File: config.mk
export PLATFORM = sky130hd
export DESIGN_NAME = psv_priority_view
export DESIGN_NICKNAME = d
export VERILOG_FILES = /design/src/common/psv_pkg.sv /design/src/hw/psv_priority_view.sv
export SDC_FILE = /design/constraint.sdc
export NUM_CORES = 1
export LEC_CHECK = 0
export BUFFER_PORTS_ARGS = -buffer_cell sky130_fd_sc_hd__buf_4
export CORE_UTILIZATION = 40
export DETAILED_ROUTE_END_ITERATION = 6
export PLACE_DENSITY = 0.61
export SETUP_SLACK_MARGIN = 0.05
export SLEW_MARGIN = 20
export SYNTH_ARGS = -nofsm -noshare
export SYNTH_HDL_FRONTEND = slang
export SYNTH_SLANG_ARGS = --single-unit
File: constraint.sdc
create_clock -name pclk -period 1.7 [get_ports pclk]
set_clock_uncertainty 0.15 [all_clocks]
set_input_delay 0.085 -clock pclk [delete_from_list [all_inputs] [get_ports pclk]]
set_output_delay 0.085 -clock pclk [all_outputs]
set_load 0.05 [all_outputs]
File: src/common/psv_pkg.sv
// Constants shared by the priority security view block
package psv_pkg;
  // Register map, byte addresses
  localparam int ADDR_W = 12;
  localparam logic [ADDR_W-1:0] PRIO_BASE = 12'h000;
  localparam logic [ADDR_W-1:0] GROUP_OFF = 12'h080;
  localparam logic [ADDR_W-1:0] PMR_OFF = 12'h100;
  localparam logic [ADDR_W-1:0] RPR_OFF = 12'h104;
  localparam logic [ADDR_W-1:0] INFO_OFF = 12'h108;
  // Field layout
  localparam int DATA_W = 32;
  localparam int PRIO_W = 8;
  localparam int TOP_BIT = 7;
  localparam int LANES = 4;
  localparam int PPROT_NS_BIT = 1;
  // Reset values
  localparam logic [PRIO_W-1:0] PRIO_RESET = 8'h00;
  localparam logic [PRIO_W-1:0] PMR_RESET = 8'h00;
  localparam logic [DATA_W-1:0] GROUP_RESET = 32'h0000_0000;
  localparam logic [DATA_W-1:0] ZERO_WORD = 32'h0000_0000;
  // Access view selection
  typedef enum logic [1:0] {
    PSV_VIEW_SECURE = 2'b01,
    PSV_VIEW_NONSEC = 2'b10
  } psv_view_t;
endpackage

File: src/hw/psv_priority_view.sv
// APB priority field store with Secure and Non-secure views
// Summary of operation
// Secure write may clear top bit, stored as is
// NS read of NS group 1 returns shifted bits
// NS write always leaves top bit set
// NS mask access zero and ignored if top clear
// NS running priority reads zero if top clear
// Secure step follows implemented bit count
// NS view has twice the Secure step
// NS sees nothing of Secure interrupt priorities
// All-ones write keeps only implemented bits
// Software disables interrupt before probing range
// Pending instance may use old or new
// Rewrite never duplicates or drops an interrupt
// Rewrite takes effect within bounded cycles
// Software gives group 0 top bit zero
// Secure writes of NS priority set top; the code stores a Secure write with only the implemented-bit mask applied
// Suggested top two bits allocation per group
// NS write shifts right and forces top bit
// Secure read returns the stored value exactly
// Five to eight upper bits implemented
// Implemented bit count is one shared parameter
// Security attribute sampled with each access
//
// Our own choices: the register addresses and register access over APB.
`timescale 1ns/1ps
module psv_priority_view
  import psv_pkg::*;
#(
  parameter int NUM_IRQ = 32,
  parameter int PRIO_BITS = 8
) (
  // Clock and reset
  input wire logic pclk,
  input wire logic presetn,
  // APB slave
  input wire logic psel,
  input wire logic penable,
  input wire logic pwrite,
  input wire logic [ADDR_W-1:0] paddr,
  input wire logic [DATA_W-1:0] pwdata,
  input wire logic [LANES-1:0] pstrb,
  input wire logic [2:0] pprot,
  output logic [DATA_W-1:0] prdata,
  output logic pready,
  output logic pslverr,
  // Running priority from the CPU interface
  input wire logic [PRIO_W-1:0] cpu_running_priority,
  // Stored state toward the prioritisation logic
  output logic [NUM_IRQ*PRIO_W-1:0] prio_out,
  output logic [NUM_IRQ-1:0] nsg1_out,
  output logic [PRIO_W-1:0] cpu_priority_mask
);

  // Implemented-bit mask used by store, priority mask and translation
  localparam logic [PRIO_W-1:0] IMPL_MASK = 8'(8'hFF << (PRIO_W - PRIO_BITS));
  localparam int WORDS = (NUM_IRQ + LANES - 1) / LANES;
  localparam logic [ADDR_W-1:0] PRIO_END = ADDR_W'(PRIO_BASE + WORDS * LANES);
  localparam logic [DATA_W-1:0] INFO_VALUE = DATA_W'(PRIO_BITS);

  // Storage
  logic [PRIO_W-1:0] prio_r [NUM_IRQ];
  logic [PRIO_W-1:0] rview [NUM_IRQ];
  logic [DATA_W-1:0] nsg1_r;
  logic [PRIO_W-1:0] pmr_r;
  logic [DATA_W-1:0] prdata_r;
  logic [DATA_W-1:0] prdata_nxt;
  logic pslverr_r;
  logic pslverr_nxt;

  // Access decode
  logic setup;
  logic wr_acc;
  logic ns_acc;
  logic in_prio;
  logic [ADDR_W-3:0] word_idx;
  psv_view_t view;

  // Non-secure view of a stored value: shift up, bit zero reads zero
  function automatic logic [PRIO_W-1:0] ns_read(input logic [PRIO_W-1:0] v);
    ns_read = {v[TOP_BIT-1:0], 1'b0};
  endfunction

  // Non-secure write translation into the upper half of the value range, top bit set
  function automatic logic [PRIO_W-1:0] ns_write(input logic [PRIO_W-1:0] v);
    ns_write = {1'b1, v[TOP_BIT:1]} & IMPL_MASK;
  endfunction

  // Bus decode; security attribute rides with each transfer
  assign setup = psel & ~penable;
  assign wr_acc = psel & penable & pwrite;
  assign ns_acc = pprot[PPROT_NS_BIT];
  assign view = ns_acc ? PSV_VIEW_NONSEC : PSV_VIEW_SECURE;
  assign in_prio = (paddr >= PRIO_BASE) && (paddr < PRIO_END);
  assign word_idx = paddr[ADDR_W-1:2] - PRIO_BASE[ADDR_W-1:2];
  assign pready = 1'b1;

  // Per-interrupt priority field and its read view
  for (genvar i = 0; i < NUM_IRQ; i++) begin : g_irq
    localparam int LANE = i % LANES;
    localparam logic [ADDR_W-3:0] WIDX = (ADDR_W-2)'(i / LANES);
    logic hit;
    logic [PRIO_W-1:0] wbyte;
    assign hit = wr_acc && in_prio && (word_idx == WIDX) && pstrb[LANE];
    assign wbyte = pwdata[LANE*PRIO_W +: PRIO_W];

    // Field update; one word write replaces the value atomically
    always_ff @(posedge pclk or negedge presetn) begin
      if (!presetn) begin
        prio_r[i] <= PRIO_RESET;
      end else if (hit) begin
        case (view)
          PSV_VIEW_SECURE: begin
            prio_r[i] <= wbyte & IMPL_MASK;
          end
          PSV_VIEW_NONSEC: begin
            if (nsg1_r[i]) begin
              prio_r[i] <= ns_write(wbyte);
            end
          end
          default: begin
            prio_r[i] <= prio_r[i];
          end
        endcase
      end
    end

    // Read view per security state
    always_comb begin
      if (!ns_acc) begin
        rview[i] = prio_r[i];
      end else if (nsg1_r[i]) begin
        rview[i] = ns_read(prio_r[i]);
      end else begin
        rview[i] = PRIO_RESET & 8'h00;
      end
    end

    // Stored value drives prioritisation the cycle after the write
    assign prio_out[i*PRIO_W +: PRIO_W] = prio_r[i];
    assign nsg1_out[i] = nsg1_r[i];
  end

  // Group register: Secure only, bit set marks Non-secure group 1
  always_ff @(posedge pclk or negedge presetn) begin
    if (!presetn) begin
      nsg1_r <= GROUP_RESET;
    end else if (wr_acc && paddr == GROUP_OFF && !ns_acc) begin
      for (int b = 0; b < LANES; b++) begin
        if (pstrb[b]) begin
          nsg1_r[b*PRIO_W +: PRIO_W] <= pwdata[b*PRIO_W +: PRIO_W];
        end
      end
    end
  end

  // Priority mask: Non-secure writes ignored while top bit clear
  always_ff @(posedge pclk or negedge presetn) begin
    if (!presetn) begin
      pmr_r <= PMR_RESET;
    end else if (wr_acc && paddr == PMR_OFF && pstrb[0]) begin
      if (!ns_acc) begin
        pmr_r <= pwdata[PRIO_W-1:0] & IMPL_MASK;
      end else if (pmr_r[TOP_BIT]) begin
        pmr_r <= ns_write(pwdata[PRIO_W-1:0]);
      end
    end
  end
  assign cpu_priority_mask = pmr_r;

  // Read data mux and unmapped-address error
  always_comb begin
    prdata_nxt = ZERO_WORD;
    pslverr_nxt = 1'b0;
    if (in_prio) begin
      for (int i = 0; i < NUM_IRQ; i++) begin
        if (word_idx == (ADDR_W-2)'(i / LANES)) begin
          prdata_nxt[(i % LANES)*PRIO_W +: PRIO_W] = rview[i];
        end
      end
    end else if (paddr == GROUP_OFF) begin
      prdata_nxt = ns_acc ? ZERO_WORD : nsg1_r;
    end else if (paddr == PMR_OFF) begin
      if (!ns_acc) begin
        prdata_nxt[PRIO_W-1:0] = pmr_r;
      end else if (pmr_r[TOP_BIT]) begin
        prdata_nxt[PRIO_W-1:0] = ns_read(pmr_r);
      end
    end else if (paddr == RPR_OFF) begin
      if (!ns_acc) begin
        prdata_nxt[PRIO_W-1:0] = cpu_running_priority;
      end else if (cpu_running_priority[TOP_BIT]) begin
        prdata_nxt[PRIO_W-1:0] = ns_read(cpu_running_priority);
      end
    end else if (paddr == INFO_OFF) begin
      prdata_nxt = INFO_VALUE;
    end else begin
      pslverr_nxt = 1'b1;
    end
  end

  // Read data captured in the setup cycle, held through access
  always_ff @(posedge pclk or negedge presetn) begin
    if (!presetn) begin
      prdata_r <= ZERO_WORD;
      pslverr_r <= 1'b0;
    end else if (setup) begin
      prdata_r <= pwrite ? ZERO_WORD : prdata_nxt;
      pslverr_r <= pslverr_nxt;
    end
  end
  assign prdata = prdata_r;
  assign pslverr = pslverr_r & psel & penable;

  // Checks on field zero and the mask and running-priority views
  property p_sec_store;
    @(posedge pclk) disable iff (!presetn)
      (wr_acc && !ns_acc && in_prio && word_idx == '0 && pstrb[0])
      |=> prio_r[0] == ($past(pwdata[PRIO_W-1:0]) & IMPL_MASK);
  endproperty
  a_sec_store: assert property (p_sec_store) else $error("secure priority store wrong");

  property p_ns_store;
    @(posedge pclk) disable iff (!presetn)
      (wr_acc && ns_acc && nsg1_r[0] && in_prio && word_idx == '0 && pstrb[0])
      |=> prio_r[0][TOP_BIT] && prio_r[0] == ns_write($past(pwdata[PRIO_W-1:0]));
  endproperty
  a_ns_store: assert property (p_ns_store) else $error("ns priority translation wrong");

  property p_ns_view;
    @(posedge pclk) disable iff (!presetn)
      (setup && !pwrite && ns_acc && nsg1_r[0] && in_prio && word_idx == '0)
      |=> prdata[PRIO_W-1:0] == {$past(prio_r[0][TOP_BIT-1:0]), 1'b0} && !prdata[0];
  endproperty
  a_ns_view: assert property (p_ns_view) else $error("ns priority view wrong");

  property p_sec_view;
    @(posedge pclk) disable iff (!presetn)
      (setup && !pwrite && !ns_acc && in_prio && word_idx == '0)
      |=> prdata[PRIO_W-1:0] == $past(prio_r[0]);
  endproperty
  a_sec_view: assert property (p_sec_view) else $error("secure view not stored value");

  property p_ns_hidden;
    @(posedge pclk) disable iff (!presetn)
      (wr_acc && ns_acc && !nsg1_r[0] && in_prio && word_idx == '0)
      |=> $stable(prio_r[0]);
  endproperty
  a_ns_hidden: assert property (p_ns_hidden) else $error("ns wrote secure priority");

  property p_pmr_wi;
    @(posedge pclk) disable iff (!presetn)
      (wr_acc && ns_acc && paddr == PMR_OFF && !pmr_r[TOP_BIT]) |=> $stable(pmr_r);
  endproperty
  a_pmr_wi: assert property (p_pmr_wi) else $error("ns mask write not ignored");

  property p_rpr_raz;
    @(posedge pclk) disable iff (!presetn)
      (setup && !pwrite && ns_acc && paddr == RPR_OFF && !cpu_running_priority[TOP_BIT])
      |=> prdata == ZERO_WORD;
  endproperty
  a_rpr_raz: assert property (p_rpr_raz) else $error("ns running priority visible");

  property p_impl_bits;
    @(posedge pclk) disable iff (!presetn)
      ((prio_r[0] & ~IMPL_MASK) == PRIO_RESET) && ((pmr_r & ~IMPL_MASK) == PMR_RESET);
  endproperty
  a_impl_bits: assert property (p_impl_bits) else $error("unimplemented bits set");

  property p_effect;
    @(posedge pclk) disable iff (!presetn)
      $changed(prio_r[0]) |-> prio_out[PRIO_W-1:0] == prio_r[0] && $past(wr_acc);
  endproperty
  a_effect: assert property (p_effect) else $error("priority change without write");

  // Further checks on steps, probes and hidden registers
  property p_ns_top_set;
    @(posedge pclk) disable iff (!presetn)
      (wr_acc && ns_acc && nsg1_r[1] && in_prio && word_idx == '0 && pstrb[1])
      |=> prio_r[1][TOP_BIT];
  endproperty
  a_ns_top_set: assert property (p_ns_top_set) else $error("ns top bit clear");

  property p_sec_step;
    @(posedge pclk) disable iff (!presetn)
      (setup && !pwrite && !ns_acc && in_prio && word_idx == '0)
      |=> (prdata[PRIO_W-1:0] & ~IMPL_MASK) == PRIO_RESET;
  endproperty
  a_sec_step: assert property (p_sec_step) else $error("secure step wrong");

  property p_ns_step;
    @(posedge pclk) disable iff (!presetn)
      (setup && !pwrite && ns_acc && nsg1_r[0] && in_prio && word_idx == '0)
      |=> (prdata[PRIO_W-1:0] & ~{IMPL_MASK[PRIO_W-2:0], 1'b0}) == PRIO_RESET;
  endproperty
  a_ns_step: assert property (p_ns_step) else $error("ns step wrong");

  property p_all_ones;
    @(posedge pclk) disable iff (!presetn)
      (wr_acc && !ns_acc && in_prio && word_idx == '0 && pstrb[0] && &pwdata[PRIO_W-1:0])
      |=> prio_r[0] == IMPL_MASK;
  endproperty
  a_all_ones: assert property (p_all_ones) else $error("probe kept wrong bits");

  property p_hold;
    @(posedge pclk) disable iff (!presetn)
      !(wr_acc && in_prio && word_idx == '0)
      |=> $stable(prio_out[PRIO_W-1:0]);
  endproperty
  a_hold: assert property (p_hold) else $error("priority moved without write");

  property p_mask_raz;
    @(posedge pclk) disable iff (!presetn)
      (setup && !pwrite && ns_acc && paddr == PMR_OFF && !pmr_r[TOP_BIT])
      |=> prdata == ZERO_WORD;
  endproperty
  a_mask_raz: assert property (p_mask_raz) else $error("ns mask visible");

  property p_run_view;
    @(posedge pclk) disable iff (!presetn)
      (setup && !pwrite && ns_acc && paddr == RPR_OFF && cpu_running_priority[TOP_BIT])
      |=> prdata[PRIO_W-1:0] == {$past(cpu_running_priority[TOP_BIT-1:0]), 1'b0};
  endproperty
  a_run_view: assert property (p_run_view) else $error("ns running view wrong");

  property p_group_raz;
    @(posedge pclk) disable iff (!presetn)
      (setup && !pwrite && ns_acc && paddr == GROUP_OFF)
      |=> prdata == ZERO_WORD;
  endproperty
  a_group_raz: assert property (p_group_raz) else $error("ns group visible");

  property p_group_wi;
    @(posedge pclk) disable iff (!presetn)
      (wr_acc && ns_acc && paddr == GROUP_OFF)
      |=> $stable(nsg1_r);
  endproperty
  a_group_wi: assert property (p_group_wi) else $error("ns group write taken");

  property p_info;
    @(posedge pclk) disable iff (!presetn)
      (setup && !pwrite && paddr == INFO_OFF)
      |=> prdata == INFO_VALUE;
  endproperty
  a_info: assert property (p_info) else $error("bit count read wrong");

endmodule

== Word-level counts from Yosys, hierarchy flattened ==
Index checks and enable logic that the tools add are counted.
Storage, ports and cells
  register bits: 329
  output and inout bits: 330
Operators by class
  magnitude comparators: 2
  equality and inequality tests: 46
  multiplexer cells: 180
  bitwise gates (word level): 6
  reductions and logical operators: 86
Operators with widths (number)
  $mux W8: 136
  $pmux W8 S2: 32
  $mux W32: 4
  $reduce_and A3 Y1: 32
  $ne A2 B2 Y1 const B: 32
  $logic_and A1 B1 Y1: 46
  $eq A10 B3 Y1 const B: 4
  $eq A12 B9 Y1 const B: 3
  $mux W24: 1
  $eq A10 B2 Y1 const B: 2
  $eq A12 B8 Y1 const B: 1
  $ge A12 B1 Y1 const B: 1
  $lt A12 B6 Y1 const B: 1
  $eq A10 B1 Y1 const B: 1
  $logic_not A10 Y1: 1
  $reduce_and A2 Y1: 5
  $and A1 B1 Y1: 5
  $mux W1: 5
  $mux W4: 1
  $eq A2 B1 Y1 const B: 1
  $eq A2 B2 Y1 const B: 1
  $mux W2: 1
  $ne A2 B1 Y1 const B: 1
  $reduce_bool A2 Y1: 1
  2 further kinds: 2

== Logic depth before layout (Yosys ltp) ==
Gate-level depths: netlist of the first run.
  depth in word-level cells: 12
  depth in mapped cells: 9

== Worst setup path before layout of the first run ==
OpenSTA, ideal clock, no wires.
  path type: input to register
  start point: input port paddr[7]
  end point: register prio_r, in the netlist prio_out[160]
  library setup time: 125 ps
  arrival: 1908 ps
  path slack: -482 ps
  cell stages on the path: 6
  path buffers: 1
  path through: or4_1 > buf_4 > nor3_2 > nand2_4 > nor3_4 > mux2_2
On the way
  cells in the longest elaborated chain, start to end: 6
  elaborated cells between the ends (all ways): 8
RTL lines
  start, declared: line psv_priority_view.sv:40  | input wire logic [ADDR_W-1:0] paddr,
  $ge A12 B1 Y1 / $lt A12 B6 Y1 (equally long branches): line psv_priority_view.sv:94  | assign in_prio = (paddr >= PRIO_BASE) && (paddr < PRIO_END);
  $logic_and A1 B1 Y1: line psv_priority_view.sv:94
  $logic_and A1 B1 Y1: line psv_priority_view.sv:104  | assign hit = wr_acc && in_prio && (word_idx == WIDX) && pstrb[LANE];
  $logic_and A1 B1 Y1 (*) (2 in a row): line psv_priority_view.sv:104
  $reduce_and A3 Y1 (no line) (*)
  end signal, assigned by index: line psv_priority_view.sv:114  | prio_r[i] <= wbyte & IMPL_MASK;
  end signal, assigned by index: line psv_priority_view.sv:118  | prio_r[i] <= ns_write(wbyte);
  end signal, assigned by index: line psv_priority_view.sv:122  | prio_r[i] <= prio_r[i];
  end, declared: line psv_priority_view.sv:62  | logic [PRIO_W-1:0] prio_r [NUM_IRQ];
Every way passes the cells marked *; elsewhere a longest branch is shown, timed or not.
A chain may end at the register's enable or synchronous reset.

== Final worst setup path of the first run ==
  start point: input port paddr[7]
  end point: register prio_r, in the netlist prio_out[90]
The elaborated chain is that of the path after synthesis.

==> metrics.txt, run 1 <==
reg-to-reg endpoint prdata[3]; outcome finished with violations; clock share of power 47.1%; Clk pin slew, worst setup/hold paths around 0.060 ns; final std cells w/o fill approximately 3200; CTS tree yes; pin count of the biggest net entering global routing 67; fin crit share 103.3%; placed cells 3086; FF/Latch Area 8272 sq um; min-delay src paddr[5]; Final Max Tran Viols 0; Worst VDD drop about 0.00056 V; clock sinks 329; internal power around 14000 uW; Lkg Pwr 0.01377 uW; worst path required time roughly 2.0 ns; worst-case clock buffer depth 3; share of synthesized registers carrying an async set or reset 100.0%; fin util 64.39%; Reg2Reg Depth 5; commonest non-fill, non-tap cell in the layout buf_4; Layout area overhead 57.21%; final wirelength 90710 um; Post-Synth XOR/XNOR Area 0%; clk_lat worst skew about 0.58 ns; startpoint types input pin; dpl ws -0.6365 ns; share of the yosys chip area belonging to registers between 40% and 50%; largest family of logic cells by synthesized area compound AO/OA/AOI/OAI gates; worst slew pin tran 0.5433 ns; final setup margin -0.05676 ns; share of cells above drive strength 1 51.89%; max-cap violations 0; Min-Delay Path Class in2reg; Chip Width 218.5 um; Post-synth EDFFs 0; wire per inst between 20 and 30 um; Fillers 3760; vias in the first global route 19354; CTS Buf Count 39; sw frac 25.90%; multi-input gate area in the final layout around 11000 sq um; global-route wire length before repair 129800 um; gr ovfl total 0; number of library cell types mapped by synthesis 73; # rows 78; failing checks setup timing; crit path max fanout 8; Synth Area in Adders 0%; Mapped Nets ~2000; Crit Path Class in2reg; syn_area_per_cell 9.966 sq um; WP data arrival 2.05 ns; core area about 46000 sq um; pwr dens 644.5 nW/um^2; Initial Utilization 40.96%; fmax 0.5692 GHz; critical path capture point type flip-flop; Synth Instances roughly 1900; top_reg_cell synth dfrtp_1; worst hold path cell count 5; RSZ-0062 raised after global routing yes; sequential power share 41.4%; Pre-antenna DRT Iters 6; Psw 4919 uW; Slew HR a little under two thirds; gpl congestion 0.9785; via count 20206; die footprint 47740 sq um; final setup fails 45; Final nets 2685; # IOs 394; final hold viol count 0; Netlist Area Pre-Place 18750 sq um; DR iter-0 viols 2549; mux cell area share after synthesis around 18%; commonest non-fill, non-tap cells in the layout buf_4, dfrtp_1, a21oi_1, mux2_4, nand3_1; Avg Vias per Cell 6.219; reg2reg setup slack -0.05 ns; initial antenna violation count 1; DR DRC count 0; crit path time final 1.757 ns; Die Ht approximately 220 um; H-tree depth 2; Final ANT Viol Nets 0; worst r2r src nsg1_out[8]; Global Route Usage Sum 36.94%; Root Buffer clkbuf_16; IO Port Bufs 390; Yosys warnings 0; combinational share of power around 12%; Compound-Gate Fraction of Synth Area 20.06%; simple-gate share of the synthesized area between 10% and 20%; #FFs+latches synth 329; Power Total roughly 19000 uW; Worst Hold End prdata[24]; HPWL Detailed 67160 um
## per-stage QoR
| stage | area (sq um) | TNS (ns) | hold WS, ns |
|---|---|---|---|
| final | 29470 | -0.8842 | 0.01190 |
| after global routing | 29470 | -1.586 | 0.02217 |
| after CTS | 28480 | -0.05536 | 0.01003 |
| after detailed placement | 25760 | -171.32 | -0.1571 |
| after global placement | 25760 | -164.32 | -0.1540 |
| after floorplan | 19390 | -95.08 | -0.3606 |
## power groups by stage
stage               clock (uW)  combinational, uW  sequential, uW
global route              9370               2270            7860
CTS                       8990               2070            7860
detailed placement           0               1930            8000
floorplan                    0                763            8040
finish                    8950               2170            7860
global placement             0               1920            8000
## final cells by class
cell class | count | share of cell area, %
multi-input combinational | 1357 | 38.44
sequential | 329 | 28.07
timing repair buffer | 861 | 25.99
clock buffer | 58 | 3.902
tap | 600 | 2.547
clock inverter | 10 | 0.6114
inverter | 33 | 0.4288
antenna | 1 | 0.008491
## flip-flops by register name, indices dropped and copies added (netlist names)
| name | cells |
|---|---|
| prio_out | 256 |
| cpu_priority_mask | 8 |
| pslverr_r | 1 |
| prdata | 32 |
| nsg1_out | 32 |
## per-layer routing
metal / track usage (%) / part of all wire, % / routed length (um)
met5: 0 / 0 / 0
met4: 13.01 / 3.7 / 3336
met3: 6.597 / 8.9 / 8098
met2: 57.67 / 46 / 41470
met1: 51.23 / 42 / 37800
## critical path, stage by stage
cell	delay (ns)
buf_6	0.09
or4_4	0.65
nor4_4	0.29
nand2_2	0.13
buf_6	0.17
nor2_4	0.25
mux2_2	0.37
## logic make-up after synthesis
kind of cell,after synthesis
multiplexers,293
buffers and inverters,196
other,1
flip-flops,329
AND/OR/NAND/NOR,500
AO/OA/AOI/OAI,562
## how the worst max path moves through the flow
stage                startpoint            end  slack, ns  cells past startpoint
finish                 paddr[7]   prio_out[90]      -0.06                      7
floorplan              paddr[7]  prio_out[132]      -0.41                      7
CTS                 nsg1_out[8]    nsg1_out[8]      -0.02                      3
global placement       paddr[7]   prio_out[30]      -0.60                      7
detailed placement     paddr[7]  prio_out[156]      -0.64                      7
global route        nsg1_out[6]   prio_out[55]      -0.09                      5
## cells in the mapped netlist (31+ instances only)
cell type  number  area, sq um
nand2_1       117        439.2
dfrtp_1       329         8233
mux2_2        268         3018
inv_1          32        120.1
a21oi_1       197        986.0
nand2b_1       31        193.9
nor2_1         74        277.8
and3_1         47        294.0
nand3_1       142        710.7
o21ai_0        87        435.4
clkbuf_1      123        461.7
a211oi_1       40        300.3
## repair_timing
item / in CTS / in global routing
cloned: 0 / 2
resized for setup: 150 / 199
endpoints found under the hold margin: 553 / 0
setup buffers: 34 / 18
endpoints found under the setup margin: 221 / 280
pin swaps: 70 / 90
hold buffers: 42 / 0
(Power assumes the default switching activity.)
==> run 2: changes to the inputs <==
--- a/config.mk
+++ b/config.mk
@@ -6,6 +6,7 @@
 export NUM_CORES = 1
 export LEC_CHECK = 0
 export BUFFER_PORTS_ARGS = -buffer_cell sky130_fd_sc_hd__buf_4
+export CORE_MARGIN = 2
 export CORE_UTILIZATION = 40
 export DETAILED_ROUTE_END_ITERATION = 6
 export PLACE_DENSITY = 0.61
==> metrics.txt, run 2 (same netlist as run 1, synthesis figures left out) <==
commonest non-fill, non-tap cell in the layout buf_4 (unchanged); via count 20263 (was 20206); Setup crit start nsg1_out[28] (was paddr[7]); share of cells above drive strength 1 52.19% (was 51.89%); startpoint types flip-flop (was input pin); initial antenna violation count 0 (was 1); commonest non-fill, non-tap cells in the layout buf_4, dfrtp_1, mux2_4, a21oi_1, nand3_1 (was buf_4, dfrtp_1, a21oi_1, mux2_4, nand3_1); Final Max Tran Viols 0 (unchanged); outcome finished with violations (unchanged); DR iter-0 viols 2518 (was 2549); Global Route Usage Sum 36.88% (was 36.94%); failing checks DRC, setup timing (was setup timing); crit path time final 1.777 ns (was 1.757 ns); CTS Buf Count 39 (unchanged); pwr dens 635.1 nW/um^2 (was 644.5 nW/um^2); fmax 0.5628 GHz (was 0.5692 GHz); Final ANT Viol Nets 0 (unchanged); RSZ-0062 raised after global routing yes (unchanged); die footprint 48610 sq um (was 47740 sq um); final wirelength 92550 um (was 90710 um); Largest register FFs 256 (unchanged); Die Ht 220.5 um (was 218.5 um); crit path max fanout 6 (was 8); vias in the first global route 19373 (was 19354); Min-Delay Path Class in2reg (unchanged); Layout area overhead 58.10% (was 57.21%); fin util 63.93% (was 64.39%); global-route wire length before repair 131200 um (was 129800 um); clk_lat worst skew 0.58 ns (about the same); Lkg Pwr 0.01377 uW (about the same); worst r2r src nsg1_out[28] (was nsg1_out[8]); final setup fails 70 (was 45); slowest stage delay, CP 0.51 ns (was 0.65 ns); gpl congestion 0.9619 (was 0.9785); # IOs 394 (unchanged); H-tree depth 2 (unchanged); worst slew pin tran 0.6046 ns (was 0.5433 ns); pin count of the biggest net entering global routing 67 (unchanged); antenna cells 0 (was 1); # rows 79 (was 78); Fillers 3726 (was 3760); CTS tree yes (unchanged); IO Port Bufs 390 (unchanged); Initial Utilization 40.44% (was 40.96%); DR DRC count 4 (was 0); wire per inst 28.47 um (was 27.92 um); final setup margin -0.07685 ns (was -0.05676 ns); Hold Worst Slack 0.009900 ns (was 0.01190 ns); worst path required time 2.05 ns (was 1.99 ns); worst-path cell chain nand2_1 > buf_4 > o22ai_1 > a21oi_1 > a21oi_1 > a32o_1 (was buf_6 > or4_4 > nor4_4 > nand2_2 > buf_6 > nor2_4 > mux2_2); Clk pin slew, worst setup/hold paths 0.06 ns (about the same); clock sinks 329 (unchanged); Pre-antenna DRT Iters 7 (was 6); WP data arrival 2.13 ns (was 2.05 ns); HPWL Detailed 68080 um (was 67160 um); core area 46360 sq um (was 45770 sq um); final hold viol count 0 (unchanged); Slew HR 59.70% (was 63.65%); max-cap violations 0 (unchanged); worst-case clock buffer depth 3 (unchanged); min-delay src penable (was paddr[5]); Crit Path Class reg2reg (was in2reg); Worst VDD drop 0.0005429 V (was 0.0005585 V); Avg Vias per Cell 6.233 (was 6.219); most frequent cell on the critical path a21oi_1 (was buf_6); gr ovfl total 0 (unchanged); fin crit share 104.5% (was 103.3%); Root Buffer clkbuf_16 (unchanged); Slowest-stage cell, CP dfrtp_2 (was or4_4); Chip Width 220.5 um (was 218.5 um); Final nets 2680 (was 2685); critical path capture point type flip-flop (unchanged)
-- run 2: changes by cell type in the layout (fill, tap and decap cells not counted), sizes merged --
cell / previous run / this run
clkinvlp: 2 / 1
diode: 1 / 0
clkbuf: 59 / 60
buf: 819 / 813
clkinv: 4 / 7
bufinv: 5 / 4
-- run 2: layout make-up --
cell class,count,area [sq um],share of cell area [%]
Clock buffer,58,1150,3.880
Clock inverter,11,161.4,0.5446
Inverter,33,126.4,0.4264
Multi-Input combinational cell,1357,11540,38.93
Sequential cell,329,8273,27.91
Tap cell,607,759.5,2.562
Timing Repair Buffer,856,7630,25.74
-- run 2: worst max-delay path, delay by kind of cell, from the launching register on --
family                 cells  cell delay [ns]
and+or+nand+nor            1             0.12
buffers and inverters      1             0.16
AOI/OAI and AO/OA          4             0.77
DFF                        1             0.51
-- run 2: worst paths after layout --
kind                           endpoint  slack (ns)  cells past startpoint
min reg2reg                  prdata[19]        0.37                      2
min in group asynchronous  prio_out[85]        0.04                      3
min                          prdata[16]        0.01                      6
max                           prdata[6]       -0.08                      6
max reg2reg                   prdata[6]       -0.08                      6
max in group asynchronous  nsg1_out[12]        0.92                      3
-- run 2: timing repair --
action                                  4_1_cts  5_1_grt
gates resized for setup                     225      160
pin swaps                                    73       77
endpoints found under the hold margin       527        1
cloned                                        1        2
endpoints found under the setup margin      247      307
buffers inserted                             55       14
hold buffers                                 42        1
-- run 2: routing by layer --
metal	up-vias	GRT usage, %	part of all wire (%)
li1	8548	-	-
met1	10245	51.65	41
met2	1225	56.57	45
met3	245	6.474	9.4
met4	0	14.94	4.5
met5	-	0	0
-- run 2: power by group --
group / total (uW) / internal [uW] / switching (uW)
registers: 7860 / 7850 / 17.7
clock network: 8780 / 5280 / 3500
logic: 2180 / 787 / 1390
total: 18800 / 13900 / 4910
-- run 2: through the flow --
step	cell area [sq um]	instances	TNS [ns]	power (uW)	worst slack (ns)
final	29640	3251	-2.080	18820	-0.07685
after global routing	29640	3251	-3.266	19270	-0.06627
after CTS	28800	3238	-0.3290	18730	-0.04206
after detailed placement	25530	3071	-172.92	9904	-0.6373
after global placement	25530	3071	-166.10	9888	-0.6455
after floorplan	19390	1881	-95.08	8805	-0.4103
